$ cat src/hw/eid_pkg.sv
// Constants for the external interrupt edge and level detector (channels 3 and 4).
// Assumes an AXI4-Lite master with 32-bit data and a 16-bit byte address.
package eid_pkg;
  // ==========================================================
  // Register indices and byte addresses
  localparam logic [11:0] IDX_CTRL3 = 12'hfda;
  localparam logic [11:0] IDX_CTRL4 = 12'hfdb;
  localparam logic [11:0] IDX_STATUS = 12'hfdc;
  localparam logic [11:0] IDX_MASK = 12'hfdd;
  localparam logic [11:0] IDX_MODE = 12'hfde;
  localparam logic [15:0] ADDR_CTRL3 = {2'h0, IDX_CTRL3, 2'h0};
  localparam logic [15:0] ADDR_CTRL4 = {2'h0, IDX_CTRL4, 2'h0};
  localparam logic [15:0] ADDR_STATUS = {2'h0, IDX_STATUS, 2'h0};
  localparam logic [15:0] ADDR_MASK = {2'h0, IDX_MASK, 2'h0};
  localparam logic [15:0] ADDR_MODE = {2'h0, IDX_MODE, 2'h0};
  // ==========================================================
  // Control register fields
  localparam int SEL_LSB = 0;
  localparam int TRIG_LSB = 2;
  localparam int LVL_POS = 4;
  localparam logic [7:0] CTRL_RESET = 8'h00;
  localparam logic [1:0] MASK_RESET = 2'h0;
  localparam logic MODE_RESET = 1'h0;
  // ==========================================================
  // Trigger and interval codes
  localparam logic [1:0] TRIG_RISE = 2'h0;
  localparam logic [1:0] TRIG_FALL = 2'h1;
  localparam logic [1:0] TRIG_BOTH = 2'h2;
  localparam logic [1:0] TRIG_HIGH = 2'h3;
  localparam logic [1:0] NC_DIV1 = 2'h0;
  localparam logic [1:0] NC_DIV4 = 2'h1;
  localparam logic [1:0] NC_DIV8 = 2'h2;
  // ==========================================================
  // Timing: aclk is the gear clock, low-freq clock made by division
  localparam logic [7:0] LF_DIV = 8'h10;
  localparam logic [1:0] LF_QUARTER = 2'h3;
  // ==========================================================
  // Bus answers
  localparam logic [1:0] RESP_OKAY = 2'h0;
  localparam logic [1:0] RESP_SLVERR = 2'h2;
endpackage : eid_pkg

$ cat src/hw/eid_detect.sv
// External interrupt detector for two pins: noise canceller, trigger logic,
// captured level, sticky status with mask, AXI4-Lite register slave.
// Assumes pins are asynchronous to aclk; aclk is the gear clock.
// Functional notes
// Channel 3 trigger: 00 rising, 01 falling, 10 both edges, 11 reserved.
// Channel 4 uses same edge codes; 11 requests while filtered level high.
// Captured level reads 0 after reset or low, 1 when high.
// Captured level refreshed on every request, held between requests.
// High-speed interval: gear clock, or divided by 4, 8, 16.
// Low-speed mode samples at low-frequency clock divided by four.
// Control register bits 7 to 5 always read zero.
// Spurious requests on mode change or control rewrite are expected.
// Software disables interrupt before switching operating mode.
// Software disables interrupt before writing a control register.
// After high-to-low speed change, wait twelve periods, clear latch.
// After low-to-high speed change, wait two plus three intervals, clear.
// High speed: new level accepted after three equal samples.
// Low speed: new level accepted after two equal samples.
// Each trigger gives a one-cycle request pulse on the gear clock; channel 4 code 11 holds the request high while the level is high.
`timescale 1ns/1ps
module eid_detect
  import eid_pkg::*;
(
  // Clock and reset
  input wire logic aclk,
  input wire logic aresetn,
  // External pins
  input wire logic ext_irq3_pin,
  input wire logic ext_irq4_pin,
  // Requests and interrupt
  output logic [1:0] irq_req,
  output logic irq,
  // AXI4-Lite write address
  input wire logic awvalid,
  output logic awready,
  input wire logic [15:0] awaddr,
  input wire logic [2:0] awprot,
  // AXI4-Lite write data
  input wire logic wvalid,
  output logic wready,
  input wire logic [31:0] wdata,
  input wire logic [3:0] wstrb,
  // AXI4-Lite write response
  output logic bvalid,
  input wire logic bready,
  output logic [1:0] bresp,
  // AXI4-Lite read address
  input wire logic arvalid,
  output logic arready,
  input wire logic [15:0] araddr,
  input wire logic [2:0] arprot,
  // AXI4-Lite read data
  output logic rvalid,
  input wire logic rready,
  output logic [31:0] rdata,
  output logic [1:0] rresp
);
  // ==========================================================
  // State
  typedef struct packed {
    logic [1:0] sync1;
    logic [1:0] sync2;
    logic [1:0][2:0] hist;
    logic [1:0] filt;
    logic [1:0] filt_d;
    logic [1:0] req;
    logic [1:0] lvl;
    logic [1:0][1:0] tsel;
    logic [1:0][1:0] nsel;
    logic [1:0] status;
    logic [1:0] mask;
    logic low_speed;
    logic [3:0] pre;
    logic [7:0] lf_cnt;
    logic [1:0] lf_q;
    logic ls_tick;
    logic aw_hold;
    logic [15:0] aw_addr;
    logic w_hold;
    logic [31:0] w_data;
    logic [3:0] w_strb;
    logic bvalid;
    logic [1:0] bresp;
    logic rvalid;
    logic [31:0] rdata;
    logic [1:0] rresp;
  } eid_state_type;

  eid_state_type state_ff;
  eid_state_type nxt_state;
  logic [1:0] sample_en;
  logic [1:0] trig;

  // ==========================================================
  // Per-channel sampling enable and trigger condition
  genvar c;
  generate
    for (c = 0; c < 2; c++) begin : g_ch
      always_comb begin
        if (state_ff.low_speed) begin
          sample_en[c] = state_ff.ls_tick;
        end else begin
          case (state_ff.nsel[c])
            NC_DIV1: sample_en[c] = 1'b1;
            NC_DIV4: sample_en[c] = (state_ff.pre[1:0] == 2'h0);
            NC_DIV8: sample_en[c] = (state_ff.pre[2:0] == 3'h0);
            default: sample_en[c] = (state_ff.pre == 4'h0);
          endcase
        end
        case (state_ff.tsel[c]) // see R1 //
          TRIG_RISE: trig[c] = state_ff.filt[c] & ~state_ff.filt_d[c];
          TRIG_FALL: trig[c] = ~state_ff.filt[c] & state_ff.filt_d[c];
          TRIG_BOTH: trig[c] = state_ff.filt[c] ^ state_ff.filt_d[c];
          default: trig[c] = (c == 1) ? state_ff.filt[c] : 1'b0;
        endcase
      end
    end
  endgenerate

  // ==========================================================
  // Next state
  logic have_aw;
  logic have_w;
  logic [15:0] wr_addr;
  logic [31:0] wr_data;
  logic [3:0] wr_strb;
  logic [2:0] new_hist;
  logic [31:0] rd_val;
  logic rd_ok;

  assign awready = ~state_ff.aw_hold & ~state_ff.bvalid;
  assign wready = ~state_ff.w_hold & ~state_ff.bvalid;
  assign arready = ~state_ff.rvalid;

  always_comb begin
    nxt_state = state_ff;
    new_hist = 3'h0;
    nxt_state.sync1 = {ext_irq4_pin, ext_irq3_pin};
    nxt_state.sync2 = state_ff.sync1;
    nxt_state.pre = state_ff.pre + 4'h1;
    // Low-frequency clock and its quarter
    nxt_state.ls_tick = 1'b0;
    if (state_ff.lf_cnt == LF_DIV - 8'h1) begin
      nxt_state.lf_cnt = 8'h0;
      nxt_state.lf_q = state_ff.lf_q + 2'h1;
      nxt_state.ls_tick = (state_ff.lf_q == LF_QUARTER);
    end else begin
      nxt_state.lf_cnt = state_ff.lf_cnt + 8'h1;
    end
    // Noise canceller
    for (int i = 0; i < 2; i++) begin
      if (sample_en[i]) begin
        new_hist = {state_ff.hist[i][1:0], state_ff.sync2[i]};
        nxt_state.hist[i] = new_hist;
        if (state_ff.low_speed) begin
          if (new_hist[1] == new_hist[0]) begin
            nxt_state.filt[i] = new_hist[0];
          end
        end else if (new_hist == {3{new_hist[0]}}) begin
          nxt_state.filt[i] = new_hist[0];
        end
      end
    end
    // Requests, captured level, sticky status
    nxt_state.filt_d = state_ff.filt;
    nxt_state.req = trig;
    for (int i = 0; i < 2; i++) begin
      if (trig[i]) begin
        nxt_state.lvl[i] = state_ff.filt[i]; // see R3 //
      end
    end
    // Write channel capture
    have_aw = state_ff.aw_hold | (awvalid & awready);
    have_w = state_ff.w_hold | (wvalid & wready);
    wr_addr = state_ff.aw_hold ? state_ff.aw_addr : awaddr;
    wr_data = state_ff.w_hold ? state_ff.w_data : wdata;
    wr_strb = state_ff.w_hold ? state_ff.w_strb : wstrb;
    if (awvalid & awready) begin
      nxt_state.aw_hold = 1'b1;
      nxt_state.aw_addr = awaddr;
    end
    if (wvalid & wready) begin
      nxt_state.w_hold = 1'b1;
      nxt_state.w_data = wdata;
      nxt_state.w_strb = wstrb;
    end
    if (state_ff.bvalid & bready) begin
      nxt_state.bvalid = 1'b0;
    end
    if (have_aw & have_w & ~state_ff.bvalid) begin
      nxt_state.aw_hold = 1'b0;
      nxt_state.w_hold = 1'b0;
      nxt_state.bvalid = 1'b1;
      nxt_state.bresp = RESP_OKAY;
      case (wr_addr)
        ADDR_CTRL3: if (wr_strb[0]) begin // see R8 //
          nxt_state.tsel[0] = wr_data[TRIG_LSB +: 2];
          nxt_state.nsel[0] = wr_data[SEL_LSB +: 2];
        end
        ADDR_CTRL4: if (wr_strb[0]) begin
          nxt_state.tsel[1] = wr_data[TRIG_LSB +: 2];
          nxt_state.nsel[1] = wr_data[SEL_LSB +: 2];
        end
        ADDR_STATUS: if (wr_strb[0]) begin
          nxt_state.status = state_ff.status & ~wr_data[1:0];
        end
        ADDR_MASK: if (wr_strb[0]) begin
          nxt_state.mask = wr_data[1:0];
        end
        ADDR_MODE: if (wr_strb[0]) begin
          nxt_state.low_speed = wr_data[0];
        end
        default: nxt_state.bresp = RESP_SLVERR;
      endcase
    end
    // Set wins over clear
    nxt_state.status = nxt_state.status | trig;
    // Read channel
    rd_ok = 1'b1;
    case (araddr)
      ADDR_CTRL3: rd_val = {27'h0, state_ff.lvl[0], state_ff.tsel[0], state_ff.nsel[0]};
      ADDR_CTRL4: rd_val = {27'h0, state_ff.lvl[1], state_ff.tsel[1], state_ff.nsel[1]};
      ADDR_STATUS: rd_val = {30'h0, state_ff.status};
      ADDR_MASK: rd_val = {30'h0, state_ff.mask};
      ADDR_MODE: rd_val = {31'h0, state_ff.low_speed};
      default: begin
        rd_val = 32'h0;
        rd_ok = 1'b0;
      end
    endcase
    if (state_ff.rvalid & rready) begin
      nxt_state.rvalid = 1'b0;
    end
    if (arvalid & arready) begin
      nxt_state.rvalid = 1'b1;
      nxt_state.rdata = rd_val;
      nxt_state.rresp = rd_ok ? RESP_OKAY : RESP_SLVERR;
    end
  end

  always_ff @(posedge aclk) begin
    if (!aresetn) begin
      state_ff <= '0;
      state_ff.tsel[0] <= CTRL_RESET[TRIG_LSB +: 2];
      state_ff.tsel[1] <= CTRL_RESET[TRIG_LSB +: 2];
      state_ff.nsel[0] <= CTRL_RESET[SEL_LSB +: 2];
      state_ff.nsel[1] <= CTRL_RESET[SEL_LSB +: 2];
      state_ff.mask <= MASK_RESET;
      state_ff.low_speed <= MODE_RESET;
    end else begin
      state_ff <= nxt_state;
    end
  end

  // ==========================================================
  // Outputs
  assign irq_req = state_ff.req;
  assign irq = |(state_ff.status & state_ff.mask);
  assign bvalid = state_ff.bvalid;
  assign bresp = state_ff.bresp;
  assign rvalid = state_ff.rvalid;
  assign rdata = state_ff.rdata;
  assign rresp = state_ff.rresp;

  // ==========================================================
  // Assertions
  a_ch3_rise_req: assert property (@(posedge aclk) disable iff (!aresetn)
    (state_ff.tsel[0] == TRIG_RISE && state_ff.filt[0] && !state_ff.filt_d[0])
    |=> irq_req[0]) else $error("ch3 rising edge gave no request");
  a_ch3_reserved: assert property (@(posedge aclk) disable iff (!aresetn)
    (state_ff.tsel[0] == TRIG_HIGH) |=> !irq_req[0])
    else $error("ch3 reserved code raised a request");
  a_ch4_high_req: assert property (@(posedge aclk) disable iff (!aresetn)
    (state_ff.tsel[1] == TRIG_HIGH && state_ff.filt[1]) |=> irq_req[1])
    else $error("ch4 high level gave no request");
  a_level_capture: assert property (@(posedge aclk) disable iff (!aresetn)
    irq_req[0] |-> state_ff.lvl[0] == $past(state_ff.filt[0]))
    else $error("ch3 captured level wrong");
  a_level_hold: assert property (@(posedge aclk) disable iff (!aresetn)
    $changed(state_ff.lvl[1]) |-> irq_req[1])
    else $error("ch4 captured level changed without request");
  a_hs_div4: assert property (@(posedge aclk) disable iff (!aresetn)
    (sample_en[0] && !state_ff.low_speed && state_ff.nsel[0] == NC_DIV4)
    |=> !sample_en[0] [*3]) else $error("ch3 sampled too often at div 4");
  a_ls_sample: assert property (@(posedge aclk) disable iff (!aresetn)
    (state_ff.low_speed && sample_en[1]) |-> $past(state_ff.lf_q) == LF_QUARTER)
    else $error("low-speed sample not at quarter rate");
  a_ctrl_zero: assert property (@(posedge aclk) disable iff (!aresetn)
    (arvalid && arready && (araddr == ADDR_CTRL3 || araddr == ADDR_CTRL4))
    |=> rdata[31:5] == 27'h0) else $error("control upper bits not zero");
  a_hs_three: assert property (@(posedge aclk) disable iff (!aresetn)
    ($changed(state_ff.filt[0]) && !$past(state_ff.low_speed))
    |-> state_ff.hist[0] == {3{state_ff.filt[0]}}) else $error("ch3 accepted before three");
  a_ls_two: assert property (@(posedge aclk) disable iff (!aresetn)
    ($changed(state_ff.filt[1]) && $past(state_ff.low_speed))
    |-> state_ff.hist[1][1:0] == {2{state_ff.filt[1]}}) else $error("ch4 accepted before two");
  a_req_pulse: assert property (@(posedge aclk) disable iff (!aresetn)
    irq_req[0] |=> !irq_req[0]) else $error("ch3 request longer than one cycle");
endmodule : eid_detect

$ cat config.mk
export PLATFORM = sky130hd
export DESIGN_NAME = eid_detect
export DESIGN_NICKNAME = d
export VERILOG_FILES = /design/src/hw/eid_pkg.sv /design/src/hw/eid_detect.sv
export SDC_FILE = /design/constraint.sdc
export NUM_CORES = 1
export LEC_CHECK = 0
export ABC_AREA = 1
export BUFFER_PORTS_ARGS = -buffer_cell sky130_fd_sc_hd__buf_2
export CORE_MARGIN = 2
export CORE_UTILIZATION = 35
export CTS_CLUSTER_SIZE = 12
export DETAILED_ROUTE_END_ITERATION = 10
export HOLD_SLACK_MARGIN = 0.03
export PLACE_DENSITY = 0.73
export SYNTH_ARGS = -nofsm -noshare
export SYNTH_HDL_FRONTEND = slang
export SYNTH_SLANG_ARGS = --single-unit
export TNS_END_PERCENT = 1
$ cat constraint.sdc
create_clock -name aclk -period 1.45 [get_ports aclk]
set_clock_uncertainty 0.2 [all_clocks]
set_input_delay 0.145 -clock aclk [delete_from_list [all_inputs] [get_ports aclk]]
set_output_delay 0.145 -clock aclk [all_outputs]
set_load 0.1 [all_outputs]
==> metrics.yaml, run 1 <==
place.gp.congestion: 0.8195
clk_pin_slew_worst_paths_ns: 0.07
clock_path_buffers: 2
cts_tree: "done"
ys_warn_count: 0
place_hpwl_um: 6279
antenna_left: 0
drive_gt1_frac: 0.2625
violations: "negative setup slack"
utilization: 0.4801
n_antenna_cell: 0
core_um2: 11320
crit_arrival_ns: 1.67
grt_overflow: 0
grt_pass1_vias: 3463
numCtsBuffers: 9
period_share: 1.132
slew_viol_final: 0
status: "complete, but fails checks"
worstSetupPathType: "register to register"
wl_per_cell_um: 10.65
drv_cap: 0
power_w: 0.006744
synth_top_cells_by_area: "dfxtp_1, nand2_1, inv_1"
boundaryPins: 127
cp-start-kind: "register"
grt_max_degree: 23
n_fill_cell: 1116
portBuffers: 60
grt_pass1_wl_um: 15140
syn_inst: 574
timing.fmax_ghz: 0.6094
synth.most_common_cell: "nand2_1"
vias_per_cell: 4.521
drcViolationCount: 0
rows: 39
die-area_um2: 12330
htreeDepth: 3
cts_sinks: 76
ys_async_sr_fraction: 0
synth_top_family_by_area: "simple AND/OR/NAND/NOR gates"
leakage_nw: 2.558
die_width_um: 111.1
yosys.area_share.simple: 0.2732
vias: 3816
synth-edff-count: 0
drt_iter0_markers: 215
worst_slack_ns: -0.1911
cp_max_fo: 6
ys_types: 36
layout.nets: 787
synth_common_cells: "nand2_1, inv_1, dfxtp_1"
worst_skew_pair.late_latency_ns: 0.34
end_kind: "register"
synth_flop_cell: "dfxtp_1"
dp_slack_ns: -0.2906
hold_path.class: "primary input to register"
synth_compound_area_frac: 0.1319
synth_mux_area_frac: 0
yosys_register_bits: 76
synth_area_um2: 4011
cts_root_buffer: "clkbuf_16"
vdd_drop_max_v: 0.001042
syn2layout_area_growth_pct: 35.50
p_per_area_nw_per_um2: 1241
yosysTopAreaCell: "dfxtp_1"
netlist.area_leader.share: 0.3793
worstPathRequired_ns: 1.47
placed_cells: 799
hold_viol: 0
yosysSeqAreaShare: 0.3793
drt-total-wl_um: 8988
drt-pass1-iter-count: 4
synth_area_per_cell_um2: 6.988
initial_core_util: 0.3543
post_synth_xor_area_fraction: 0.01528
stdcell_count: 844
die_y_um: 111.1
grt_usage: 0.1479
period_minus_slack_ns: 1.641
finalSetupViolations: 25
synth-adder-area-share: 0.02495
antenna_found_initial: 0
rsz0062_at_grt: "yes"
[critical path: stages (launching register included)]
cell and delay, ns:
dfxtp_4 0.37, buf_6 0.13, nor2_8 0.09, nand2_4 0.06, nand2_4 0.07, nand3_4 0.11
nor2_8 0.17, buf_4 0.14, nand3_1 0.08, nand2_1 0.07, nand2_1 0.04
[worst paths after layout]
| kind | to | depth (start not counted) | slack [ns] | from |
|---|---|---|---|---|
| worst min-delay path | state_ff[38] | 4 | 0.05 | wvalid |
| worst max-delay path | state_ff[110] | 10 | -0.19 | state_ff[91] |
| worst max register to register | state_ff[110] | 10 | -0.19 | state_ff[91] |
| worst min register to register | state_ff[134] | 2 | 0.21 | nxt_state[134] |
[cell usage in the layout (no fill, tap or decap), types with 3 or more instances in the layout]
cell            n
nor2_4          5
xor2_1          6
a31oi_1         3
buf_12          6
nand2_4         4
nor2_1         65
buf_2          48
conb_1         29
o22ai_1         3
inv_2           6
nand2_1        96
clkbuf_4        6
clkbuf_16      10
dlygate4sd3_1  27
o21ai_2         9
nand2_2        11
ha_1            7
nand3_2         3
o21ai_1        11
o21ai_0        32
a21oi_1        35
nand4_1        13
nand3_1        31
inv_1          79
clkinv_4        3
dfxtp_2         6
dfxtp_1        67
dfxtp_4         3
buf_4          45
[layer usage]
layer	global-route usage	wire length, µm	vias to the layer above
met5	0	0	-
met4	0.05514	170	0
met3	0.03937	555	15
met2	0.2339	4046	96
met1	0.1947	4216	1709
li1	-	-	1996
[cell families (layout without fill, tap and decap cells)]
group                    after synthesis  after routing
AND/OR/NAND/NOR                      240            241
flip-flops                            76             76
buffers and inverters                142            240
XOR/XNOR                               7              7
other                                  1             29
AO/OA/AOI/OAI                        100            100
adder cells (fa/ha/maj)                8              8
[area by class of cell]
| type | instances | area, µm² | area share |
|---|---|---|---|
| clock buffers | 11 | 254.0 | 0.04673 |
| inverters | 90 | 352.8 | 0.06492 |
| well taps | 143 | 178.9 | 0.03292 |
| multi-input cells | 385 | 2032 | 0.3738 |
| flip-flops and latches | 76 | 1540 | 0.2834 |
| repair buffers | 134 | 1036 | 0.1906 |
| clock inverters | 5 | 41.29 | 0.007597 |
[timing repair]
item	in CTS	in global routing
pin swaps	9	7
hold endpoints to repair	28	0
hold buffers	27	0
cloned	1	1
setup endpoints to repair	42	62
gates resized for setup	35	29
buffers inserted	0	0
[sequential cells by signal, indices dropped and copies added, names as in the netlist]
| register | count |
|---|---|
| rvalid | 1 |
| bvalid | 1 |
| rdata | 5 |
| nxt_state | 4 |
| bresp | 1 |
| irq_req | 2 |
| rresp | 1 |
| state_ff | 61 |
[where the power goes]
group	internal, W	switching [W]	total [W]
Sequential	0.00226	0.000118	0.00238
Clock	0.00128	0.000925	0.00220
Combinational	0.000742	0.00142	0.00216
Total	0.00428	0.00246	0.00674
[per-stage QoR]
step | area (µm²) | setup TNS, ns | hold slack [ns]
final | 5435 | -3.654 | 0.05018
after global routing | 5435 | -7.553 | 0.08384
after CTS | 5361 | -3.277 | 0.04591
after detailed placement | 4681 | -4.929 | 0.1399
after global placement | 4681 | -3.787 | 0.1449
after floorplan | 4128 | -19.55 | 0.03806
No activity file was read; power rests on OpenSTA's default activity.
==> run 2, diff against run 1 <==
Settings changed: REMOVE_ABC_BUFFERS set to 1.
==> run 2 against run 1 <==
Net effect:
- the flow still finishes with violations (negative setup slack)
- final cell count rose by 0.59%
- highest routed layer unchanged
- combinational power is 2% higher
- sequential share of layout area down 0.70 points
- critical path type unchanged
- via count about the same
- fmax fell by 1.9%
==> metrics.yaml, run 2 (synthesis gave the netlist of run 1 again) <==
timing.fmax_ghz: 0.5975
status: "complete, but fails checks"
drv_cap: 0
portBuffers: 60
drcViolationCount: 0
htreeDepth: 3
cts_sinks: 76
final_cell_mix: "nand2_1, inv_1, dfxtp_1"
boundaryPins: 127
mostFrequentLayoutCell: "nand2_1"
hold_path.class: "primary input to register"
crit_chain: "buf_6 -> nor2_8 -> nand2_4 -> buf_4 -> clkinvlp_4 -> buf_4 -> nor2_1 -> nor2_1"
grt_pass1_wl_um: 15640
power.switching_w: 0.002412
internal_power_w: 0.004767
die_y_um: 111.1
power_frac_clock: 0.363
vias_per_cell: 4.496
place_hpwl_um: 6391
rows: 39
drt_iter0_markers: 168
design_area_um2: 5550
cts_tree: "done"
cpPeakStageDelay_ns: 0.38
regMostFlops: "state_ff"
clk_pin_slew_worst_paths_ns: 0.06
layout.nets: 792
numCtsBuffers: 9
antenna_found_initial: 0
power_frac_seq: 0.330
hold_viol: 0
grt_max_degree: 23
placed_cells: 798
worst_path_max_delay_cell: "dfxtp_4"
vias: 3817
period_minus_slack_ns: 1.674
worst_slack_ns: -0.2236
leakage_nw: 2.609
violations: "negative setup slack"
cp-start-kind: "register"
largest_reg_flops: 61
hold_slack_ns: 0.05227
utilization: 0.4903
die-area_um2: 12330
stdcell_count: 849
grt_pass1_vias: 3551
drt-total-wl_um: 9403
p_per_area_nw_per_um2: 1294
period_share: 1.154
p_sw_frac: 0.3360
cts_root_buffer: "clkbuf_16"
die_width_um: 111.1
finalSetupViolations: 28
antenna_left: 0
end_kind: "register"
n_antenna_cell: 0
power_w: 0.007180
wl_per_cell_um: 11.08
slew_viol_final: 0
syn2layout_area_growth_pct: 38.37
grt_overflow: 0
worst_skew_pair.late_latency_ns: 0.33
worstPathRequired_ns: 1.47
worstSetupPathType: "register to register"
drt-pass1-iter-count: 4
grt_usage: 0.1520
core_um2: 11320
combPwrFrac: 0.307
drive_gt1_frac: 0.2663
initial_core_util: 0.3543
rsz0062_at_grt: "yes"
clock_path_buffers: 2
place.gp.congestion: 0.8547
cp_max_fo: 22
crit_arrival_ns: 1.70
placed_area_um2: 4662
vdd_drop_max_v: 0.0009075
run 2: final cells by class:
type	instances	area [µm²]
Fill cell	1059	5771
Inverter	90	349.1
Clock buffer	11	242.7
Timing Repair Buffer	140	1105
Tap cell	143	178.9
Multi-Input combinational cell	384	2033
Sequential cell	76	1534
Clock inverter	5	107.6
run 2: per-stage QoR:
stage / setup WS (ns) / setup TNS (ns)
floorplan: -1.361 / -44.96
global placement: -0.2234 / -3.554
detailed placement: -0.2897 / -4.773
CTS: -0.1804 / -2.868
global route: -0.3538 / -7.981
finish: -0.2236 / -4.696
run 2: metal layers:
metal	vias to the layer above	GRT usage	part of all wire
met5	-	0	0
met4	0	0.05432	0.014
met3	11	0.03171	0.048
met2	95	0.2519	0.47
met1	1693	0.1965	0.47
li1	2018	-	-
run 2: repair_timing:
action,CTS,global route
setup buffers,0,7
cloned,0,0
pin swaps,9,7
resized for setup,38,32
hold buffers,28,0
setup endpoints to repair,42,58
endpoints found under the hold margin,28,0
run 2: worst paths after layout:
kind                    to  cells after the start      startpoint  slack [ns]
max           state_ff[85]                      8    state_ff[91]       -0.22
min           state_ff[92]                      3         aresetn        0.05
min reg2reg  state_ff[134]                      2  nxt_state[134]        0.22
max reg2reg   state_ff[85]                      8    state_ff[91]       -0.22
run 2: worst max-delay path, delay by kind of cell (launching register included):
kind	cells	cell delay [ns]
simple gates	4	0.27
flops	1	0.38
buf+inv	4	0.73
run 2: power groups by stage:
stage | sequential (W) | combinational, W | clock, W
floorplan | 0.00256 | 0.00112 | 0
global placement | 0.00239 | 0.00191 | 0
detailed placement | 0.00239 | 0.00193 | 0
CTS | 0.00236 | 0.00207 | 0.00264
global route | 0.00239 | 0.00237 | 0.00273
finish | 0.00237 | 0.00221 | 0.00260
==> run 3, diff against run 2 <==
Settings changed: BUFFER_PORTS_ARGS -buffer_cell sky130_fd_sc_hd__buf_2 to -buffer_cell sky130_fd_sc_hd__clkbuf_2.
==> run 3 against run 2 <==
Net effect:
- the run still ends with negative setup slack left
- non-clock buffer count shrank 7
- die area is the same
- via count shrank 2.1%
- wire length shrank 4.8%
- final area grew 0.59%
- global-route usage shrank 0.31 points
- worst hold slack gained 0.011 ns
- sequential power is essentially flat
- clock power shrank 7%
- clock-buffer cell count is the same
- flip-flop and latch count is the same
==> metrics.yaml, run 3 (synthesis gave the netlist of run 1 again) <==
status: "complete, but fails checks"
violations: "negative setup slack"
die-area_um2: 12330
largest_reg_flops: 61
hold_viol: 0
crit_chain: "buf_8 -> nand3_2 -> nand2_2 -> nand3_1 -> nor2_2 -> nand3_4 -> o21ai_1 -> nor2_1"
hold_start: "wvalid"
cpPeakStageDelay_ns: 0.38
p_sw_frac: 0.3456
finalSetupViolations: 29
die_y_um: 111.1
route.met2.wl_um: 4221
design_area_um2: 5583
power.switching_w: 0.002421
leakage_nw: 2.587
worst_skew_pair.late_latency_ns: 0.33
drv_cap: 0
stdcell_count: 844
layout.nets: 787
drt_iter0_markers: 165
numCtsBuffers: 9
die_width_um: 111.1
power_frac_clock: 0.346
worst_slack_ns: -0.2004
placed_cells: 795
drt-pass1-iter-count: 4
wl_met3_um: 381
drcViolationCount: 0
clock_path_buffers: 2
grt_pass1_wl_um: 15360
period_minus_slack_ns: 1.650
grt_usage: 0.1489
drive_gt1_frac: 0.2696
place_hpwl_um: 6116
grt_pass1_vias: 3561
place.gp.congestion: 0.8146
cp-start-kind: "register"
cts_sinks: 76
power_w: 0.007005
placed_area_um2: 4750
period_share: 1.138
power_frac_seq: 0.340
whs_endpoint: "state_ff[45]"
vias: 3735
reg2reg_depth: 8
internal_power_w: 0.004584
regMostFlops: "state_ff"
portBuffers: 60
antenna_found_initial: 0
core_um2: 11320
worstSetupPathType: "register to register"
vias_per_cell: 4.425
rrSetupSlack_ns: -0.20
htreeDepth: 3
r2r_end: "state_ff[119]"
r2r_start: "state_ff[91]"
syn2layout_area_growth_pct: 39.18
crit_start: "state_ff[91]"
grt_max_degree: 23
hold_path.class: "primary input to register"
timing.fmax_ghz: 0.6059
cp_max_fo: 8
wl_per_cell_um: 10.60
drt-total-wl_um: 8950
cts_root_buffer: "clkbuf_16"
grt_overflow: 0
n_antenna_cell: 0
rsz0062_at_grt: "yes"
dp_slack_ns: -0.2604
vdd_drop_max_v: 0.001167
wl_met1_um: 4198
holdPathStages: 4
end_kind: "register"
combPwrFrac: 0.314
antenna_left: 0
p_per_area_nw_per_um2: 1255
worst_path_max_delay_cell: "dfxtp_4"
final_cell_mix: "nand2_1, inv_1, dfxtp_1"
mostFrequentLayoutCell: "nand2_1"
rows: 39
boundaryPins: 127
initial_core_util: 0.3543
routed.top_layer: "met4"
cts_tree: "done"
worstPathRequired_ns: 1.47
crit_arrival_ns: 1.67
totalNegativeSetupSlack_ns: -3.705
slew_viol_final: 0
clk_pin_slew_worst_paths_ns: 0.06
run 3: area by class of cell:
| cell class | count | area (µm²) |
|---|---|---|
| fill | 1074 | 5738 |
| multi-input combinational | 385 | 2053 |
| sequential | 76 | 1539 |
| timing repair buffer | 133 | 1127 |
| inverter | 90 | 349.1 |
| clock buffer | 11 | 242.7 |
| tap | 143 | 178.9 |
| clock inverter | 5 | 85.08 |
| timing repair inverter | 1 | 7.507 |
run 3: how the worst max path moves through the flow:
stage / to / cells after the start
2_1_floorplan: irq / 2
3_3_place_gp: state_ff[112] / 10
3_5_place_dp: state_ff[112] / 10
4_1_cts: state_ff[119] / 9
5_1_grt: state_ff[119] / 8
6_report: state_ff[119] / 8
run 3: power groups by stage:
stage	logic (W)	registers, W	clock network (W)
6_report	0.00220	0.00238	0.00242
4_1_cts	0.00211	0.00237	0.00247
3_5_place_dp	0.00195	0.00240	0
5_1_grt	0.00237	0.00240	0.00256
2_1_floorplan	0.00112	0.00256	0
3_3_place_gp	0.00194	0.00240	0
run 3: routing by layer:
metal	global-route usage	vias to the layer above
li1	-	1996
met1	0.1869	1635
met2	0.2524	90
met3	0.03773	14
met4	0.04527	0
met5	0	-
run 3: repair_timing:
item,in CTS,in global routing
resized for setup,35,32
hold buffers,27,0
hold endpoints to repair,27,0
setup endpoints to repair,40,51
buffers inserted,3,1
gates cloned,1,1
pin swaps,12,18
run 3: metrics by stage:
step                utilization  hold slack, ns
floorplan                     -         0.03845
global placement         0.4195          0.1284
detailed placement       0.4195          0.1333
CTS                      0.4843         0.05732
global route             0.4931          0.1086
finish                   0.4931         0.06376
run 3: worst max-delay path: cells and delay by family (launching register included):
kind	cells	cell delay, ns
AO/OA/AOI/OAI	1	0.15
buffers and inverters	1	0.14
flip-flops	1	0.38
AND/OR/NAND/NOR	6	0.67
